<file path="src/rtl/scl_pkg.sv">
// Constants and types for the strap configuration latch.
// Assumes a 32-bit AXI4-Lite register port and a 50 MHz system clock.
package scl_pkg;

    // ************************************************************
    // Widths
    // ************************************************************
    localparam int STRAP_ADDR_W = 5;
    localparam int MODE_W       = 3;
    localparam int LED_N        = 4;
    localparam int NIB_W        = 4;
    localparam int AXI_AW       = 8;
    localparam int AXI_DW       = 32;
    localparam int CFG_W        = 16;

    // ************************************************************
    // Control and advertisement field positions
    // ************************************************************
    localparam int CTRL_SPEED   = 13;
    localparam int CTRL_AUTONEG = 12;
    localparam int CTRL_PDOWN   = 11;
    localparam int CTRL_ISOLATE = 10;
    localparam int CTRL_DUPLEX  = 8;
    localparam int ADV_LSB      = 5;
    localparam logic [CFG_W-1:0] CTRL_WMASK = 16'h3D00;
    localparam logic [CFG_W-1:0] ADV_WMASK  = 16'h01E0;

    // ************************************************************
    // Mode strap codes and their defaults
    // ************************************************************
    localparam logic [MODE_W-1:0] MODE_10HD     = 3'h0;
    localparam logic [MODE_W-1:0] MODE_10FD     = 3'h1;
    localparam logic [MODE_W-1:0] MODE_100HD    = 3'h2;
    localparam logic [MODE_W-1:0] MODE_100FD    = 3'h3;
    localparam logic [MODE_W-1:0] MODE_AN_100HD = 3'h4;
    localparam logic [MODE_W-1:0] MODE_REPEATER = 3'h5;
    localparam logic [MODE_W-1:0] MODE_PDOWN    = 3'h6;
    localparam logic [MODE_W-1:0] MODE_ALL      = 3'h7;
    // CTL nibbles are {speed, autoneg, isolate, duplex}; ADV nibbles are ability bits
    localparam logic [NIB_W-1:0] CTL_10HD     = 4'h0;
    localparam logic [NIB_W-1:0] CTL_10FD     = 4'h1;
    localparam logic [NIB_W-1:0] CTL_100HD    = 4'h8;
    localparam logic [NIB_W-1:0] CTL_100FD    = 4'h9;
    localparam logic [NIB_W-1:0] CTL_AN_100HD = 4'hC;
    localparam logic [NIB_W-1:0] CTL_ALL      = 4'hD;
    localparam logic [NIB_W-1:0] CTL_NONE     = 4'h0;
    localparam logic [NIB_W-1:0] ADV_100HD    = 4'h4;
    localparam logic [NIB_W-1:0] ADV_ALL      = 4'hF;
    localparam logic [NIB_W-1:0] ADV_NONE     = 4'h0;

    // ************************************************************
    // Register map
    // ************************************************************
    localparam logic [AXI_AW-1:0] REG_CTRL_OFS = 8'h00;
    localparam logic [AXI_AW-1:0] REG_ADV_OFS  = 8'h04;
    localparam logic [AXI_AW-1:0] REG_STAT_OFS = 8'h08;
    localparam int STAT_ADDR_LSB = 0;
    localparam int STAT_MODE_LSB = 8;
    localparam int STAT_READY    = 16;
    localparam int STAT_PDOWN    = 17;
    localparam int STAT_REP      = 18;
    localparam int STAT_CRS      = 19;
    localparam logic [1:0] RESP_OKAY   = 2'h0;
    localparam logic [1:0] RESP_SLVERR = 2'h2;

    // ************************************************************
    // Types
    // ************************************************************
    typedef enum logic [1:0] {SEL_CTRL, SEL_ADV, SEL_STAT, SEL_NONE}
        scl_sel_e;
    typedef enum logic {LD_HELD, LD_RUN} scl_ld_e;
    typedef struct packed {
        logic [NIB_W-1:0] ctl;
        logic [NIB_W-1:0] adv;
        logic             pdown;
        logic             rep;
        logic             crs_tx;
    } scl_dflt_s;

endpackage : scl_pkg

</file>
<file path="src/rtl/scl_sync.sv">
// Two-stage synchroniser for a group of slow pin levels.
// Assumes the inputs are quasi-static straps or a reset pin.
`timescale 1ns/100ps
module scl_sync #(
    parameter int WIDTH = 1
) (
    // Clock and reset
    input  logic             clk,
    input  logic             reset,
    // Pin side and clock side
    input  logic [WIDTH-1:0] pins,
    output logic [WIDTH-1:0] synced
);
    typedef struct packed {
        logic [WIDTH-1:0] s1;
        logic [WIDTH-1:0] s2;
    } scl_sync_s;

    scl_sync_s r;
    scl_sync_s n;

    // First stage feeds only the second stage
    always_comb begin
        n    = r;
        n.s1 = pins;
        n.s2 = r.s1;
    end

    // State register
    always_ff @(posedge clk) begin
        if (reset) begin
            r <= '0;
        end else begin
            r <= n;
        end
    end

    assign synced = r.s2;

endmodule : scl_sync

</file>
<file path="src/rtl/scl_strap_latch.sv">
// Strap configuration latch: captures address and mode straps at the
// release of the hardware reset pin and serves them to the core.
// Assumes an AXI4-Lite master on SYS_CLK and a frame engine on SYS_CLK.
//
// Operation
// - Latch address straps at reset release, hold.
// - Accept only frames matching latched address, ignore the rest.
// - Latched address seeds the transmit scrambler.
// - Mode 000: 10M half, no autoneg.
// - Mode 001: 10M full, no autoneg.
// - Mode 010: 100M half, CRS on tx.
// - Mode 011: 100M full, CRS rx only.
// - Mode 100: autoneg advertising 100M half only.
// - Mode 101: repeater, autoneg, CRS rx only.
// - Mode 110: wake directly into power-down.
// - Mode 111: autoneg advertising all abilities.
// - LED polarity from matching address strap bit.
`timescale 1ns/100ps
module scl_strap_latch
    import scl_pkg::*;
(
    // Clock and reset
    input  logic                    SYS_CLK,
    input  logic                    RESET,
    // Strap pins
    input  logic                    HW_RESET_N,
    input  logic [STRAP_ADDR_W-1:0] ADDRESS_STRAPS,
    input  logic [MODE_W-1:0]       MODE_STRAPS,
    // Management frame engine
    input  logic                    FRAME_VALID,
    input  logic [STRAP_ADDR_W-1:0] FRAME_ADDR,
    output logic                    FRAME_ACCEPT,
    output logic                    FRAME_IGNORE,
    // LEDs
    input  logic [LED_N-1:0]        LED_STATE,
    output logic [LED_N-1:0]        LED_PINS,
    // Core configuration
    output logic                    SPEED_100,
    output logic                    AUTONEG_EN,
    output logic                    POWER_DOWN,
    output logic                    ISOLATE,
    output logic                    FULL_DUPLEX,
    output logic [NIB_W-1:0]        ADVERT_ABILITY,
    output logic                    REPEATER_MODE,
    output logic                    CRS_ON_TX,
    output logic [STRAP_ADDR_W-1:0] SCRAMBLER_SEED,
    output logic                    CONFIG_LOADED,
    // AXI4-Lite slave
    input  logic [AXI_AW-1:0]       S_AXI_AWADDR,
    input  logic                    S_AXI_AWVALID,
    output logic                    S_AXI_AWREADY,
    input  logic [AXI_DW-1:0]       S_AXI_WDATA,
    input  logic [AXI_DW/8-1:0]     S_AXI_WSTRB,
    input  logic                    S_AXI_WVALID,
    output logic                    S_AXI_WREADY,
    output logic [1:0]              S_AXI_BRESP,
    output logic                    S_AXI_BVALID,
    input  logic                    S_AXI_BREADY,
    input  logic [AXI_AW-1:0]       S_AXI_ARADDR,
    input  logic                    S_AXI_ARVALID,
    output logic                    S_AXI_ARREADY,
    output logic [AXI_DW-1:0]       S_AXI_RDATA,
    output logic [1:0]              S_AXI_RRESP,
    output logic                    S_AXI_RVALID,
    input  logic                    S_AXI_RREADY
);

    // ************************************************************
    // Functions
    // ************************************************************

    // Register select, shared by the write and read paths
    function automatic scl_sel_e reg_sel(input logic [AXI_AW-1:0] a);
        if (a == REG_CTRL_OFS) begin
            return SEL_CTRL;
        end else if (a == REG_ADV_OFS) begin
            return SEL_ADV;
        end else if (a == REG_STAT_OFS) begin
            return SEL_STAT;
        end
        return SEL_NONE;
    endfunction : reg_sel

    // Byte-lane merge limited to the writable bits
    function automatic logic [CFG_W-1:0] merge(
        input logic [CFG_W-1:0]    old,
        input logic [AXI_DW-1:0]   d,
        input logic [AXI_DW/8-1:0] s,
        input logic [CFG_W-1:0]    m
    );
        logic [CFG_W-1:0] v;
        v = old;
        for (int b = 0; b < CFG_W / 8; b++) begin
            if (s[b]) begin
                v[b*8 +: 8] = d[b*8 +: 8];
            end
        end
        return v & m;
    endfunction : merge

    // Strap mode to reset defaults
    function automatic scl_dflt_s mode_dflt(input logic [MODE_W-1:0] m);
        scl_dflt_s d;
        d = '{CTL_NONE, ADV_NONE, 1'b0, 1'b0, 1'b0};
        unique case (m)
            MODE_10HD:     d = '{CTL_10HD, ADV_NONE, 1'b0, 1'b0, 1'b1};
            MODE_10FD:     d = '{CTL_10FD, ADV_NONE, 1'b0, 1'b0, 1'b0};
            MODE_100HD:    d = '{CTL_100HD, ADV_NONE, 1'b0, 1'b0, 1'b1};
            MODE_100FD:    d = '{CTL_100FD, ADV_NONE, 1'b0, 1'b0, 1'b0};
            MODE_AN_100HD: d = '{CTL_AN_100HD, ADV_100HD, 1'b0, 1'b0, 1'b1};
            MODE_REPEATER: d = '{CTL_AN_100HD, ADV_100HD, 1'b0, 1'b1, 1'b0};
            MODE_PDOWN:    d = '{CTL_NONE, ADV_NONE, 1'b1, 1'b0, 1'b0};
            MODE_ALL:      d = '{CTL_ALL, ADV_ALL, 1'b0, 1'b0, 1'b1};
        endcase
        return d;
    endfunction : mode_dflt

    // ************************************************************
    // State
    // ************************************************************
    typedef struct packed {
        scl_ld_e                 st;
        logic                    ready;
        logic                    pin_d;
        logic [STRAP_ADDR_W-1:0] addr;
        logic [MODE_W-1:0]       mode;
        logic [CFG_W-1:0]        ctrl;
        logic [CFG_W-1:0]        adv;
        logic                    rep;
        logic                    crs_tx;
        logic [LED_N-1:0]        led;
        logic                    acc;
        logic                    ign;
        logic                    aw_rdy;
        logic                    w_rdy;
        logic                    aw_have;
        logic                    w_have;
        logic [AXI_AW-1:0]       awaddr;
        logic [AXI_DW-1:0]       wdata;
        logic [AXI_DW/8-1:0]     wstrb;
        logic                    bvalid;
        logic [1:0]              bresp;
        logic                    ar_rdy;
        logic                    rvalid;
        logic [AXI_DW-1:0]       rdata;
        logic [1:0]              rresp;
    } scl_state_s;

    scl_state_s              state_r;
    scl_state_s              state_nxt;
    logic                    pin_s;
    logic [STRAP_ADDR_W-1:0] addr_s;
    logic [MODE_W-1:0]       mode_s;
    logic                    rise_w;
    scl_dflt_s               dflt_w;

    // Straps and reset pin pass two flops before any logic
    scl_sync #(
        .WIDTH(1 + STRAP_ADDR_W + MODE_W)
    ) u_sync (
        .clk   (SYS_CLK),
        .reset (RESET),
        .pins  ({HW_RESET_N, ADDRESS_STRAPS, MODE_STRAPS}),
        .synced({pin_s, addr_s, mode_s})
    );

    // Release edge of the synchronised reset pin
    assign rise_w = pin_s & ~state_r.pin_d;
    assign dflt_w = mode_dflt(mode_s);

    // ************************************************************
    // Next state
    // ************************************************************
    always_comb begin
        state_nxt       = state_r;
        state_nxt.pin_d = pin_s;
        state_nxt.acc   = 1'b0;
        state_nxt.ign   = 1'b0;
        // Frames are only judged once defaults are in place
        if (FRAME_VALID && state_r.ready) begin
            if (FRAME_ADDR == state_r.addr) begin
                state_nxt.acc = 1'b1;
            end else begin
                state_nxt.ign = 1'b1;
            end
        end
        // LED polarity: strap 1 gives active low
        state_nxt.led = LED_STATE ^ state_r.addr[LED_N-1:0];
        // Write channel; address and data may come in either order
        if (S_AXI_AWVALID && state_r.aw_rdy) begin
            state_nxt.aw_have = 1'b1;
            state_nxt.awaddr  = S_AXI_AWADDR;
        end
        if (S_AXI_WVALID && state_r.w_rdy) begin
            state_nxt.w_have = 1'b1;
            state_nxt.wdata  = S_AXI_WDATA;
            state_nxt.wstrb  = S_AXI_WSTRB;
        end
        if (state_r.bvalid && S_AXI_BREADY) begin
            state_nxt.bvalid = 1'b0;
        end
        if (state_nxt.aw_have && state_nxt.w_have && !state_nxt.bvalid) begin
            state_nxt.aw_have = 1'b0;
            state_nxt.w_have  = 1'b0;
            state_nxt.bvalid  = 1'b1;
            state_nxt.bresp   = RESP_OKAY;
            unique case (reg_sel(state_nxt.awaddr))
                SEL_CTRL: state_nxt.ctrl = merge(state_r.ctrl,
                    state_nxt.wdata, state_nxt.wstrb, CTRL_WMASK);
                SEL_ADV:  state_nxt.adv = merge(state_r.adv,
                    state_nxt.wdata, state_nxt.wstrb, ADV_WMASK);
                SEL_STAT: state_nxt.bresp = RESP_OKAY;
                SEL_NONE: state_nxt.bresp = RESP_SLVERR;
            endcase
        end
        // Each ready only while its own channel has nothing parked and no response is pending, which stalls the master
        state_nxt.aw_rdy = !state_nxt.aw_have && !state_nxt.bvalid;
        state_nxt.w_rdy  = !state_nxt.w_have && !state_nxt.bvalid;
        // Read channel, one read in flight
        if (state_r.rvalid && S_AXI_RREADY) begin
            state_nxt.rvalid = 1'b0;
        end
        if (S_AXI_ARVALID && state_r.ar_rdy) begin
            state_nxt.rvalid = 1'b1;
            state_nxt.rresp  = RESP_OKAY;
            state_nxt.rdata  = '0;
            unique case (reg_sel(S_AXI_ARADDR))
                SEL_CTRL: state_nxt.rdata[CFG_W-1:0] = state_r.ctrl;
                SEL_ADV:  state_nxt.rdata[CFG_W-1:0] = state_r.adv;
                SEL_STAT: begin
                    state_nxt.rdata[STAT_ADDR_LSB +: STRAP_ADDR_W] =
                        state_r.addr;
                    state_nxt.rdata[STAT_MODE_LSB +: MODE_W] = state_r.mode;
                    state_nxt.rdata[STAT_READY] = state_r.ready;
                    state_nxt.rdata[STAT_PDOWN] = state_r.ctrl[CTRL_PDOWN];
                    state_nxt.rdata[STAT_REP]   = state_r.rep;
                    state_nxt.rdata[STAT_CRS]   = state_r.crs_tx;
                end
                SEL_NONE: state_nxt.rresp = RESP_SLVERR;
            endcase
        end
        state_nxt.ar_rdy = !state_nxt.rvalid;
        // Loader last, so a reset release beats a same-cycle write
        if (!pin_s) begin
            state_nxt.st    = LD_HELD;
            state_nxt.ready = 1'b0;
        end else if (rise_w) begin
            state_nxt.st   = LD_RUN;
            state_nxt.ready = 1'b1;
            state_nxt.addr = addr_s;
            state_nxt.mode = mode_s;
            state_nxt.ctrl = '0;
            state_nxt.ctrl[CTRL_SPEED]   = dflt_w.ctl[3];
            state_nxt.ctrl[CTRL_AUTONEG] = dflt_w.ctl[2];
            state_nxt.ctrl[CTRL_ISOLATE] = dflt_w.ctl[1];
            state_nxt.ctrl[CTRL_DUPLEX]  = dflt_w.ctl[0];
            state_nxt.ctrl[CTRL_PDOWN]   = dflt_w.pdown;
            state_nxt.adv = '0;
            state_nxt.adv[ADV_LSB +: NIB_W] = dflt_w.adv;
            state_nxt.rep    = dflt_w.rep;
            state_nxt.crs_tx = dflt_w.crs_tx;
        end
    end

    // State register; frame judging idles until the pin is released, while the AXI and LED paths run
    always_ff @(posedge SYS_CLK) begin
        if (RESET) begin
            state_r <= '0;
        end else begin
            state_r <= state_nxt;
        end
    end

    // ************************************************************
    // Outputs, all straight from flops
    // ************************************************************
    assign FRAME_ACCEPT   = state_r.acc;
    assign FRAME_IGNORE   = state_r.ign;
    assign LED_PINS       = state_r.led;
    assign SPEED_100      = state_r.ctrl[CTRL_SPEED];
    assign AUTONEG_EN     = state_r.ctrl[CTRL_AUTONEG];
    assign POWER_DOWN     = state_r.ctrl[CTRL_PDOWN];
    assign ISOLATE        = state_r.ctrl[CTRL_ISOLATE];
    assign FULL_DUPLEX    = state_r.ctrl[CTRL_DUPLEX];
    assign ADVERT_ABILITY = state_r.adv[ADV_LSB +: NIB_W];
    assign REPEATER_MODE  = state_r.rep;
    assign CRS_ON_TX      = state_r.crs_tx;
    assign SCRAMBLER_SEED = state_r.addr;
    assign CONFIG_LOADED  = state_r.ready;
    assign S_AXI_AWREADY  = state_r.aw_rdy;
    assign S_AXI_WREADY   = state_r.w_rdy;
    assign S_AXI_BVALID   = state_r.bvalid;
    assign S_AXI_BRESP    = state_r.bresp;
    assign S_AXI_ARREADY  = state_r.ar_rdy;
    assign S_AXI_RVALID   = state_r.rvalid;
    assign S_AXI_RDATA    = state_r.rdata;
    assign S_AXI_RRESP    = state_r.rresp;

    logic [NIB_W-1:0] nib_w;
    assign nib_w = {SPEED_100, AUTONEG_EN, ISOLATE, FULL_DUPLEX};
endmodule : scl_strap_latch

</file>
<file path="config.mk">
export PLATFORM = sky130hd
export DESIGN_NAME = scl_strap_latch
export DESIGN_NICKNAME = d
export VERILOG_FILES = /design/src/rtl/scl_pkg.sv /design/src/rtl/scl_sync.sv /design/src/rtl/scl_strap_latch.sv
export SDC_FILE = /design/constraint.sdc
export NUM_CORES = 1
export LEC_CHECK = 0
export ABC_AREA = 1
export BUFFER_PORTS_ARGS = -buffer_cell sky130_fd_sc_hd__clkbuf_2
export CAP_MARGIN = 20
export CORE_UTILIZATION = 46
export CTS_CLUSTER_DIAMETER = 30
export DETAILED_ROUTE_END_ITERATION = 7
export HOLD_SLACK_MARGIN = 0.02
export PLACE_DENSITY = 0.75
export SLEW_MARGIN = 0
export SYNTH_ARGS = -nofsm -noshare
export SYNTH_HDL_FRONTEND = slang
export SYNTH_HIERARCHICAL = 1
export SYNTH_SLANG_ARGS = --single-unit
</file>
<file path="constraint.sdc">
create_clock -name SYS_CLK -period 1.44 [get_ports SYS_CLK]
set_clock_uncertainty 0.05 [all_clocks]
set_input_delay 0.144 -clock SYS_CLK [delete_from_list [all_inputs] [get_ports SYS_CLK]]
set_output_delay 0.144 -clock SYS_CLK [all_outputs]
set_load 0.01 [all_outputs]
</file>
==> key figures, run 1 <==
Yosys
  – Main flop type after synthesis: dfxtp_1
  – EDFF count, synth: 0
  – Synth async-reset ratio: 0%
  – Post-Synthesis Cell Area: 4850 µm²
  – Cells after Synth: 629
  – Synthesis-stage register bit count: 115
  – Post-synthesis area per instance: 7.710 µm²
  – Ys Warns: 6
  – Unique masters post-synth: 35
  – Sequential element share of the synthesized area: 47.47%

Critical path
  – Crit end category: flip-flop
  – CP peak stage delay: 0.37 ns
  – Top delay family on crit path: simple AND/OR/NAND/NOR gates
  – RR Endpoint: state_r[118]$_SDFF_PP0_
  – Crit Path Category: reg -> reg
  – Max FO, Critical Path: 11
  – Reg2Reg Depth: 11
  – CP cell instances: buf_8 > nand3_4 > nand2_2 > nor2_2 > nand2_2 > nor2_4 > buf_6 > nand2_2 > buf_12 > nand3_1 > inv_1
  – Startpoint Class: flip-flop
  – Worst R2R Start: S_AXI_AWREADY$_SDFF_PP0_
  – CP required: 1.79 ns
  – Slowest CP cell: dfxtp_4
  – Reg-to-reg setup timing slack: -0.23 ns
  – Crit path arrival time: 2.02 ns
  – Crit. Startpoint: S_AXI_AWREADY$_SDFF_PP0_
  – CP most frequent cell: nand2_2
  – Crit path buffers/inverters: 4

Routing
  – Number of routed nets with antenna violations: 0
  – Total number of vias: 4401
  – DR DRC count: 0
  – Drt wl/cell: 13.52 µm
  – Mean number of vias per cell: 4.779
  – Post-Route WL: 12450 µm
  – Starting DRT DRC Count: 250
  – Iteration count of the initial detailed-routing pass: 4

Clock network
  – Skew-Pair Late Insertion Delay: 0.51 ns
  – Number of clock sinks: 115
  – CTS tree: built
  – Root buf cell: clkbuf_8
  – Reg clk slew, reported paths: 0.06 ns
  – CTS Buffer Depth: 2
  – CTS HTree Levels: 4
  – Total CTS buffers: 17

Outcome
  – Failing checks: setup timing
  – Status: finished, violations left

Floorplan
  – Starting Density: 47.19%
  – Die Wd: 104.7 µm
  – Total die area: 10960 µm²
  – Num rows: 37
  – Die Y: 104.7 µm
  – # IOs: 142
  – Core area: 10280 µm²

Pwr
  – Sequential power share: 37.6%
  – Power per Cell Area: 1338 nW/µm²
  – Clock Power Share: 50.8%
  – Int Power: 6.944 mW
  – Logic gate share of total power: 11.6%
  – Leak pwr: 3.448 nW
  – Fraction of power spent switching nets: 22.55%
  – Psw: 2.022 mW
  – Pwr Total: 8.966 mW
  – Peak supply drop: 0.0007697 V

Run
  – Max cap viols: 0

Placed design
  – RePlAce Congestion: 0.8526
  – Placed inst area: 5383 µm²
  – IO buf count: 101
  – Hpwl dp: 7958 µm

STA
  – Unrepaired setup endpoints after global routing: true
  – TNS Setup: -6.665 ns
  – Final setup fails: 33
  – Max Clk Rate: 598.1 MHz
  – Final Hold Viols: 0
  – Final WS setup: -0.2321 ns
  – Final Max Slew Viols: 0
  – Final worst path period share: 116.1%
  – Fin crit period: 1.672 ns

Cells and area
  – Area of the multi-input gates: 1931 µm²
  – Sequential cell area: 2308 µm²
  – P&R area growth vs syn: 38.21%
  – Post-route cell area: 6703 µm²
  – Nets: 854
  – Layout cell share with drive strength beyond 1: 27.26%
  – Fillcell total: 818
  – Inserted Diodes: 0

Hold path
  – Hold endpoint: state_r[80]$_SDFF_PP0_
  – Min-delay worst type: in -> reg
  – Beginning of the worst hold path: S_AXI_AWVALID
  – Hold Path Stages: 4

GRT
  – Vias in the first global route: 4389
  – GRT Total Usage: 22.87%
  – Global route total overflow: 0
  – Largest net degree at the start of global routing: 42
  – First-pass GRT wire length: 19710 µm
  – Initial antenna violation count: 0
-- power groups by stage --
| stage | registers [mW] | clock network [mW] | logic, mW |
|---|---|---|---|
| global route | 3.38 | 4.77 | 1.13 |
| global placement | 3.42 | 0 | 0.734 |
| CTS | 3.36 | 4.61 | 0.927 |
| finish | 3.37 | 4.56 | 1.04 |
| detailed placement | 3.42 | 0 | 0.755 |
| floorplan | 3.42 | 0 | 0.510 |
-- placed cells by master, fill, tap and decap left out, drive strengths merged, types with 2 or more instances in the layout --
| cell | n |
|---|---|
| clkbuf | 124 |
| nand2 | 123 |
| dfxtp | 115 |
| inv | 88 |
| nand3 | 80 |
| nor2 | 67 |
| buf | 40 |
| dlygate4sd3 | 39 |
| a21oi | 22 |
| o21ai | 15 |
| conb | 14 |
| nand4 | 8 |
| o211ai | 8 |
| mux2i | 7 |
| xnor2 | 6 |
| clkinv | 6 |
| bufinv | 5 |
| ha | 4 |
| dlymetal6s4s | 3 |
| nor3 | 3 |
| o21a | 2 |
| xor2 | 2 |
-- worst max path at each step --
stage / end / depth (start not counted)
finish: state_r[118]$_SDFF_PP0_ / 11
global placement: ISOLATE$_SDFF_PP0_ / 10
global route: ISOLATE$_SDFF_PP0_ / 10
CTS: POWER_DOWN$_SDFF_PP0_ / 9
detailed placement: ISOLATE$_SDFF_PP0_ / 10
floorplan: ADVERT_ABILITY[0]$_SDFF_PP0_ / 11
-- logic make-up after synthesis --
logic type | share of synthesized area [%]
AOI/OAI and AO/OA | 5.986
xor gates and xnor gates | 1.445
adders and majority gates | 1.032
buffers and inverters | 17.21
DFF | 47.47
muxes | 1.445
other | 0.07733
and+or+nand+nor | 25.34
-- metrics by stage --
step                      hold slack (ns)  util [%]  instances  worst slack, ns
after CTS                         0.02461     63.90        918          -0.1706
after floorplan                    0.2010         -        642         -0.07275
after detailed placement           0.2890     52.37        841          -0.2133
final                             0.03312     65.22        921          -0.2321
after global placement             0.2856     52.37        841          -0.1402
after global routing              0.05677     65.22        921          -0.3233
-- registers in the layout (all words and copies together), names as in the netlist, 4 cells and up --
| name | cells |
|---|---|
| state_r | 47 |
| u_sync/n | 9 |
| SCRAMBLER_SEED | 5 |
| S_AXI_RDATA | 20 |
| LED_PINS | 4 |
| ADVERT_ABILITY | 4 |
| u_sync/synced | 9 |
-- metal layers --
| layer | vias to the layer above | global-route usage (%) | part of all wire (%) |
|---|---|---|---|
| li1 | 2193 | - | - |
| met5 | - | 0 | 0 |
| met3 | 32 | 4.991 | 5.7 |
| met1 | 2023 | 25.21 | 41 |
| met2 | 153 | 41.15 | 50 |
| met4 | 0 | 11.67 | 3.1 |
-- tightest hold or removal path: stages --
cell and delay, ns:
clkbuf_2 0.15, nand2_8 0.11, nand2_2 0.08, a21oi_1 0.05
-- cell type report --
cell class / instances / share of cell area, %
Sequential cell: 115 / 34.44
Multi-Input combinational cell: 364 / 28.80
Timing Repair Buffer: 183 / 19.41
Clock buffer: 23 / 7.131
Inverter: 91 / 5.096
Clock inverter: 9 / 2.576
Tap cell: 136 / 2.539
-- cell usage after synthesis, types with 3 or more instances --
master | n | area, µm²
mux2i_1 | 7 | 70.07
a21oi_1 | 22 | 110.1
o21ai_1 | 3 | 15.01
nor2_1 | 64 | 240.2
o211ai_1 | 8 | 60.06
dfxtp_1 | 115 | 2302
nand2_1 | 117 | 439.2
buf_6 | 3 | 33.78
buf_2 | 4 | 20.02
inv_1 | 88 | 330.3
nand3_1 | 79 | 395.4
ha_1 | 4 | 50.05
clkbuf_1 | 14 | 52.55
o21ai_0 | 10 | 50.05
nand4_1 | 8 | 50.05
clkinv_1 | 3 | 11.26
nand2_2 | 5 | 31.28
xnor2_1 | 6 | 52.55
buf_4 | 49 | 367.9
-- timing repair --
action	CTS	global route
setup endpoints to repair	33	38
gates cloned	0	0
endpoints found under the hold margin	44	0
pin swaps	8	17
resized for setup	20	31
hold buffers	44	0
setup buffers	1	5
Power figures use the tool's default switching activity.
==> run 2, diff against run 1 <==
--- a/config.mk
+++ b/config.mk
@@ -8,11 +8,11 @@
 export ABC_AREA = 1
 export BUFFER_PORTS_ARGS = -buffer_cell sky130_fd_sc_hd__clkbuf_2
 export CAP_MARGIN = 20
-export CORE_UTILIZATION = 46
+export CORE_UTILIZATION = 50
 export CTS_CLUSTER_DIAMETER = 30
 export DETAILED_ROUTE_END_ITERATION = 7
 export HOLD_SLACK_MARGIN = 0.02
-export PLACE_DENSITY = 0.75
+export PLACE_DENSITY = 0.78
 export SLEW_MARGIN = 0
 export SYNTH_ARGS = -nofsm -noshare
 export SYNTH_HDL_FRONTEND = slang
==> constraint.sdc (replaced) <==
create_clock -name SYS_CLK -period 1.9 [get_ports SYS_CLK]
set_clock_uncertainty 0.05 [all_clocks]
set_input_delay 0.19 -clock SYS_CLK [delete_from_list [all_inputs] [get_ports SYS_CLK]]
set_output_delay 0.19 -clock SYS_CLK [all_outputs]
set_load 0.01 [all_outputs]
==> key figures, run 2 (same netlist as run 1, synthesis figures left out) <==
Outcome
  – Status: finished clean

STA
  – TNS Setup: 0 ns
  – Worst-margin pin slew: 0.5857 ns
  – Max Clk Rate: 560.3 MHz
  – Final setup fails: 0
  – Final Hold Slack: 0.04843 ns
  – Slew Limit Headroom: 60.54%
  – Final WS setup: 0.1153 ns
  – Final Hold Viols: 0
  – Unrepaired setup endpoints after global routing: false
  – Fin crit period: 1.785 ns
  – Final Max Slew Viols: 0
  – Final worst path period share: 93.93%

Hold path
  – Beginning of the worst hold path: FRAME_ADDR[0]
  – Min-delay worst type: in -> reg

Critical path
  – Crit Path Category: reg -> reg
  – CP cell instances: nand2_2 > buf_6 > nand2_1 > nand2_1 > nor2_1 > nand2_1 > nor2_4 > buf_12 > nand3_2 > o21ai_1 > nor2_1
  – CP required: 2.26 ns
  – Top delay family on crit path: simple AND/OR/NAND/NOR gates
  – Worst R2R Start: S_AXI_AWREADY$_SDFF_PP0_
  – Startpoint Class: flip-flop
  – Crit path arrival time: 2.15 ns
  – CP peak stage delay: 0.35 ns
  – Max FO, Critical Path: 15
  – CP most frequent cell: nand2_1
  – Slowest CP cell: dfxtp_1
  – Crit. Startpoint: S_AXI_AWREADY$_SDFF_PP0_
  – Crit end category: flip-flop
  – Crit path buffers/inverters: 2

GRT
  – First-pass GRT wire length: 19390 µm
  – Largest net degree at the start of global routing: 46
  – GRT Total Usage: 25.04%
  – Initial antenna violation count: 0
  – Global route total overflow: 0
  – Vias in the first global route: 4314

Routing
  – Total number of vias: 4281
  – Mean number of vias per cell: 4.810
  – Iteration count of the initial detailed-routing pass: 6
  – Number of routed nets with antenna violations: 0
  – Drt wl/cell: 13.33 µm
  – DR DRC count: 0
  – Post-Route WL: 11870 µm
  – Starting DRT DRC Count: 190

Floorplan
  – Die Wd: 100.5 µm
  – # IOs: 142
  – Total die area: 10100 µm²
  – Core area: 9328 µm²
  – Die Y: 100.5 µm
  – Num rows: 35
  – Starting Density: 51.99%

Cells and area
  – Layout Cells excl Fill: 890
  – Nets: 830
  – Reg with most FFs: state_r
  – Post-route cell area: 6284 µm²
  – Most common cell after layout, fill and taps aside: nand2_1
  – Max reg flops: 47
  – Final core area utilization: 67.36%
  – P&R area growth vs syn: 29.57%
  – Inserted Diodes: 0
  – Most frequent cells in the layout: 116 x nand2_1, 115 x dfxtp_1, 101 x clkbuf_2
  – Layout cell share with drive strength beyond 1: 21.55%

Placed design
  – Pre-CTS setup slack: -0.1046 ns
  – IO buf count: 101
  – Hpwl dp: 7538 µm
  – RePlAce Congestion: 0.8166
  – Placed inst area: 5220 µm²
  – Dpl cells: 816

Pwr
  – Pwr Total: 6.394 mW
  – Leak pwr: 3.224 nW
  – Peak supply drop: 0.0005990 V
  – Power per Cell Area: 1018 nW/µm²

Clock network
  – CTS HTree Levels: 4
  – Total CTS buffers: 17
  – CTS Buffer Depth: 2
  – Root buf cell: clkbuf_8
  – Number of clock sinks: 115
  – Reg clk slew, reported paths: 0.06 ns
  – Skew-Pair Late Insertion Delay: 0.52 ns
  – CTS tree: built

Run
  – Max cap viols: 0
## run 2: cell types whose count changed in the layout (fill, tap and decap cells not counted), moves of 4 or more
| cell | previous run | this run |
|---|---|---|
| buf_4 | 30 | 13 |
| nand2_1 | 106 | 116 |
| nand2_2 | 14 | 4 |
| nand3_1 | 72 | 79 |
| nand3_4 | 6 | 0 |
| buf_6 | 6 | 1 |
| nor2_1 | 59 | 63 |
## run 2: path summary, 6_finish.rpt
kind	endpoint	slack, ns	depth (start not counted)
worst max-delay path	ISOLATE$_SDFF_PP0_	0.12	11
worst min-delay path	FRAME_ACCEPT$_SDFF_PP0_	0.05	5
worst max register to register	ISOLATE$_SDFF_PP0_	0.12	11
worst min register to register	u_sync/synced[5]$_SDFF_PP0_	0.35	2
## run 2: worst min-delay path, stage by stage
cell	delay [ns]
clkbuf_2	0.09
xor2_1	0.12
nor3b_1	0.07
nand2_1	0.05
nor2_1	0.04
## run 2: area by class of cell
cell class                      instances  area, µm²
Fill cell                             745       3044
Timing Repair Buffer                  159       1085
Tap cell                              129      161.4
Sequential cell                       115       2302
Clock buffer                           24      490.5
Clock inverter                          8      122.6
Inverter                               91      345.3
Multi-Input combinational cell        364       1777
## run 2: where the power goes
part / total [mW] / internal [mW] / switching [mW]
registers: 2.54 / 2.50 / 0.0408
clock network: 3.23 / 2.17 / 1.07
logic: 0.615 / 0.254 / 0.361
## run 2: timing repair
action / in CTS / in global routing
endpoints found under the setup margin: 11 / 33
gates cloned: 0 / 0
gates resized for setup: 1 / 4
pin swaps: 0 / 2
endpoints found under the hold margin: 33 / 0
hold buffers: 41 / 0
setup buffers: 0 / 1
## run 2: per-layer routing
| metal | up-vias | GRT usage, % | routed length (µm) |
|---|---|---|---|
| li1 | 2144 | - | - |
| met1 | 1963 | 27.28 | 4843 |
| met2 | 155 | 47.05 | 6259 |
| met3 | 19 | 6.519 | 604 |
| met4 | 0 | 8.027 | 160 |
| met5 | - | 0 | 0 |
==> run 3, diff against run 2 <==
--- a/config.mk
+++ b/config.mk
@@ -9,6 +9,7 @@
 export BUFFER_PORTS_ARGS = -buffer_cell sky130_fd_sc_hd__clkbuf_2
 export CAP_MARGIN = 20
 export CORE_UTILIZATION = 50
+export CTS_BUF_LIST = sky130_fd_sc_hd__clkbuf_8 sky130_fd_sc_hd__clkbuf_16
 export CTS_CLUSTER_DIAMETER = 30
 export DETAILED_ROUTE_END_ITERATION = 7
 export HOLD_SLACK_MARGIN = 0.02
==> key figures, run 3 (same netlist as run 1, synthesis figures left out) <==
Clock network
  – Number of clock sinks: 115
  – Reg clk slew, reported paths: 0.06 ns
  – CTS HTree Levels: 4
  – CTS Buffer Depth: 2
  – Root buf cell: clkbuf_8
  – Skew-Pair Late Insertion Delay: 0.52 ns
  – Total CTS buffers: 17
  – CTS tree: built

Pwr
  – Psw: 1.471 mW
  – Int Power: 4.913 mW
  – Power per Cell Area: 1016 nW/µm²
  – Peak supply drop: 0.0005991 V
  – Clock Power Share: 50.5%
  – Fraction of power spent switching nets: 23.05%
  – Logic gate share of total power: 9.6%
  – Sequential power share: 39.8%
  – Leak pwr: 3.232 nW
  – Pwr Total: 6.384 mW

Placed design
  – Dpl cells: 816
  – Hpwl dp: 7538 µm
  – IO buf count: 101
  – RePlAce Congestion: 0.8166

GRT
  – Global route total overflow: 0
  – Largest net degree at the start of global routing: 46
  – GRT Total Usage: 25.04%
  – First-pass GRT wire length: 19390 µm
  – Vias in the first global route: 4314
  – Initial antenna violation count: 0

Critical path
  – CP most frequent cell: nand2_1
  – Startpoint Class: flip-flop
  – Reg2Reg Depth: 11
  – CP peak stage delay: 0.35 ns
  – CP cell instances: nand2_2 > buf_6 > nand2_1 > nand2_1 > nor2_1 > nand2_1 > nor2_4 > buf_12 > nand3_2 > o21ai_1 > nor2_1
  – Crit path arrival time: 2.14 ns
  – CP required: 2.26 ns
  – Crit Path Category: reg -> reg
  – Max FO, Critical Path: 15
  – Crit end category: flip-flop
  – Slowest CP cell: dfxtp_1

STA
  – Slew Limit Headroom: 60.51%
  – Fin crit period: 1.785 ns
  – Final worst path period share: 93.92%
  – Final setup fails: 0
  – Max Clk Rate: 560.4 MHz
  – Worst-margin pin slew: 0.5861 ns
  – Unrepaired setup endpoints after global routing: false
  – Final Hold Viols: 0
  – Final Max Slew Viols: 0

Routing
  – Mean number of vias per cell: 4.801
  – Total number of vias: 4273
  – Number of routed nets with antenna violations: 0
  – Starting DRT DRC Count: 190
  – Iteration count of the initial detailed-routing pass: 5
  – DR DRC count: 0
  – Drt wl/cell: 13.32 µm
  – Post-Route WL: 11860 µm

Cells and area
  – P&R area growth vs syn: 29.57%
  – Nets: 830
  – Inserted Diodes: 0
  – Layout cell share with drive strength beyond 1: 21.55%
  – Most frequent cells in the layout: 116 x nand2_1, 115 x dfxtp_1, 101 x clkbuf_2
  – Max reg flops: 47
  – Most common cell after layout, fill and taps aside: nand2_1
  – Layout Cells excl Fill: 890
  – Reg with most FFs: state_r

Floorplan
  – Die Wd: 100.5 µm
  – Starting Density: 51.99%
  – Core area: 9328 µm²
  – Total die area: 10100 µm²
  – Num rows: 35
  – # IOs: 142
  – Die Y: 100.5 µm

Outcome
  – Status: finished clean

Run
  – Max cap viols: 0

Hold path
  – Hold Path Stages: 5
  – Min-delay worst type: in -> reg
run 3: changes by cell type in the layout (fill, tap and decap cells not counted):
cell | previous run | this run
inv_1 | 88 | 90
clkbuf_1 | 2 | 0
run 3: final timing paths:
path	start	endpoint	slack, ns
setup reg to reg	S_AXI_AWREADY$_SDFF_PP0_	ISOLATE$_SDFF_PP0_	0.12
hold reg to reg	u_sync/n[5]$_SDFF_PP0_	u_sync/synced[5]$_SDFF_PP0_	0.35
hold / removal	FRAME_ADDR[0]	FRAME_ACCEPT$_SDFF_PP0_	0.05
setup / recovery	S_AXI_AWREADY$_SDFF_PP0_	ISOLATE$_SDFF_PP0_	0.12
run 3: layout make-up:
class	instances	area [µm²]
repair buffers	159	1085
multi-input cells	364	1777
flip-flops and latches	115	2302
clock buffers	22	483.0
fillers	745	3044
clock inverters	10	130.1
well taps	129	161.4
inverters	91	345.3
run 3: critical path, delay by kind of cell (launching register included):
kind / cells / cell delay, ns
compound gates: 1 / 0.17
simple gates: 8 / 0.76
buf+inv: 2 / 0.32
flops: 1 / 0.35
run 3: layer usage:
layer	vias up	GRT usage, %	share of wire [%]
li1	2144	-	-
met1	1957	27.28	41
met2	153	47.05	53
met3	19	6.519	5.0
met4	0	8.027	1.3
met5	-	0	0
run 3: what timing repair did:
action | in CTS | in global routing
gates cloned | 0 | 0
buffers inserted | 0 | 1
pin swaps | 0 | 2
hold endpoints to repair | 33 | 0
hold buffers | 41 | 0
setup endpoints to repair | 11 | 33
resized for setup | 1 | 4
run 3: power by group through the flow:
| stage | clock, mW | sequential (mW) | combinational, mW |
|---|---|---|---|
| after floorplan | 0 | 2.59 | 0.384 |
| after global placement | 0 | 2.59 | 0.498 |
| after detailed placement | 0 | 2.59 | 0.517 |
| after CTS | 3.25 | 2.54 | 0.588 |
| after global routing | 3.37 | 2.55 | 0.682 |
| final | 3.22 | 2.54 | 0.616 |
run 3: through the flow:
step | setup TNS (ns) | hold WS, ns | utilization [%] | worst slack (ns) | instance area, µm²
after floorplan | 0 | 0.2470 | - | 0.2530 | 4898
after global placement | 0 | 0.3336 | 55.96 | 0.02239 | 5220
after detailed placement | -1.034 | 0.3374 | 55.96 | -0.1046 | 5220
after CTS | 0 | 0.03145 | 66.96 | 0.01516 | 6246
after global routing | 0 | 0.05792 | 67.36 | 0.006483 | 6284
final | 0 | 0.04888 | 67.36 | 0.1154 | 6284
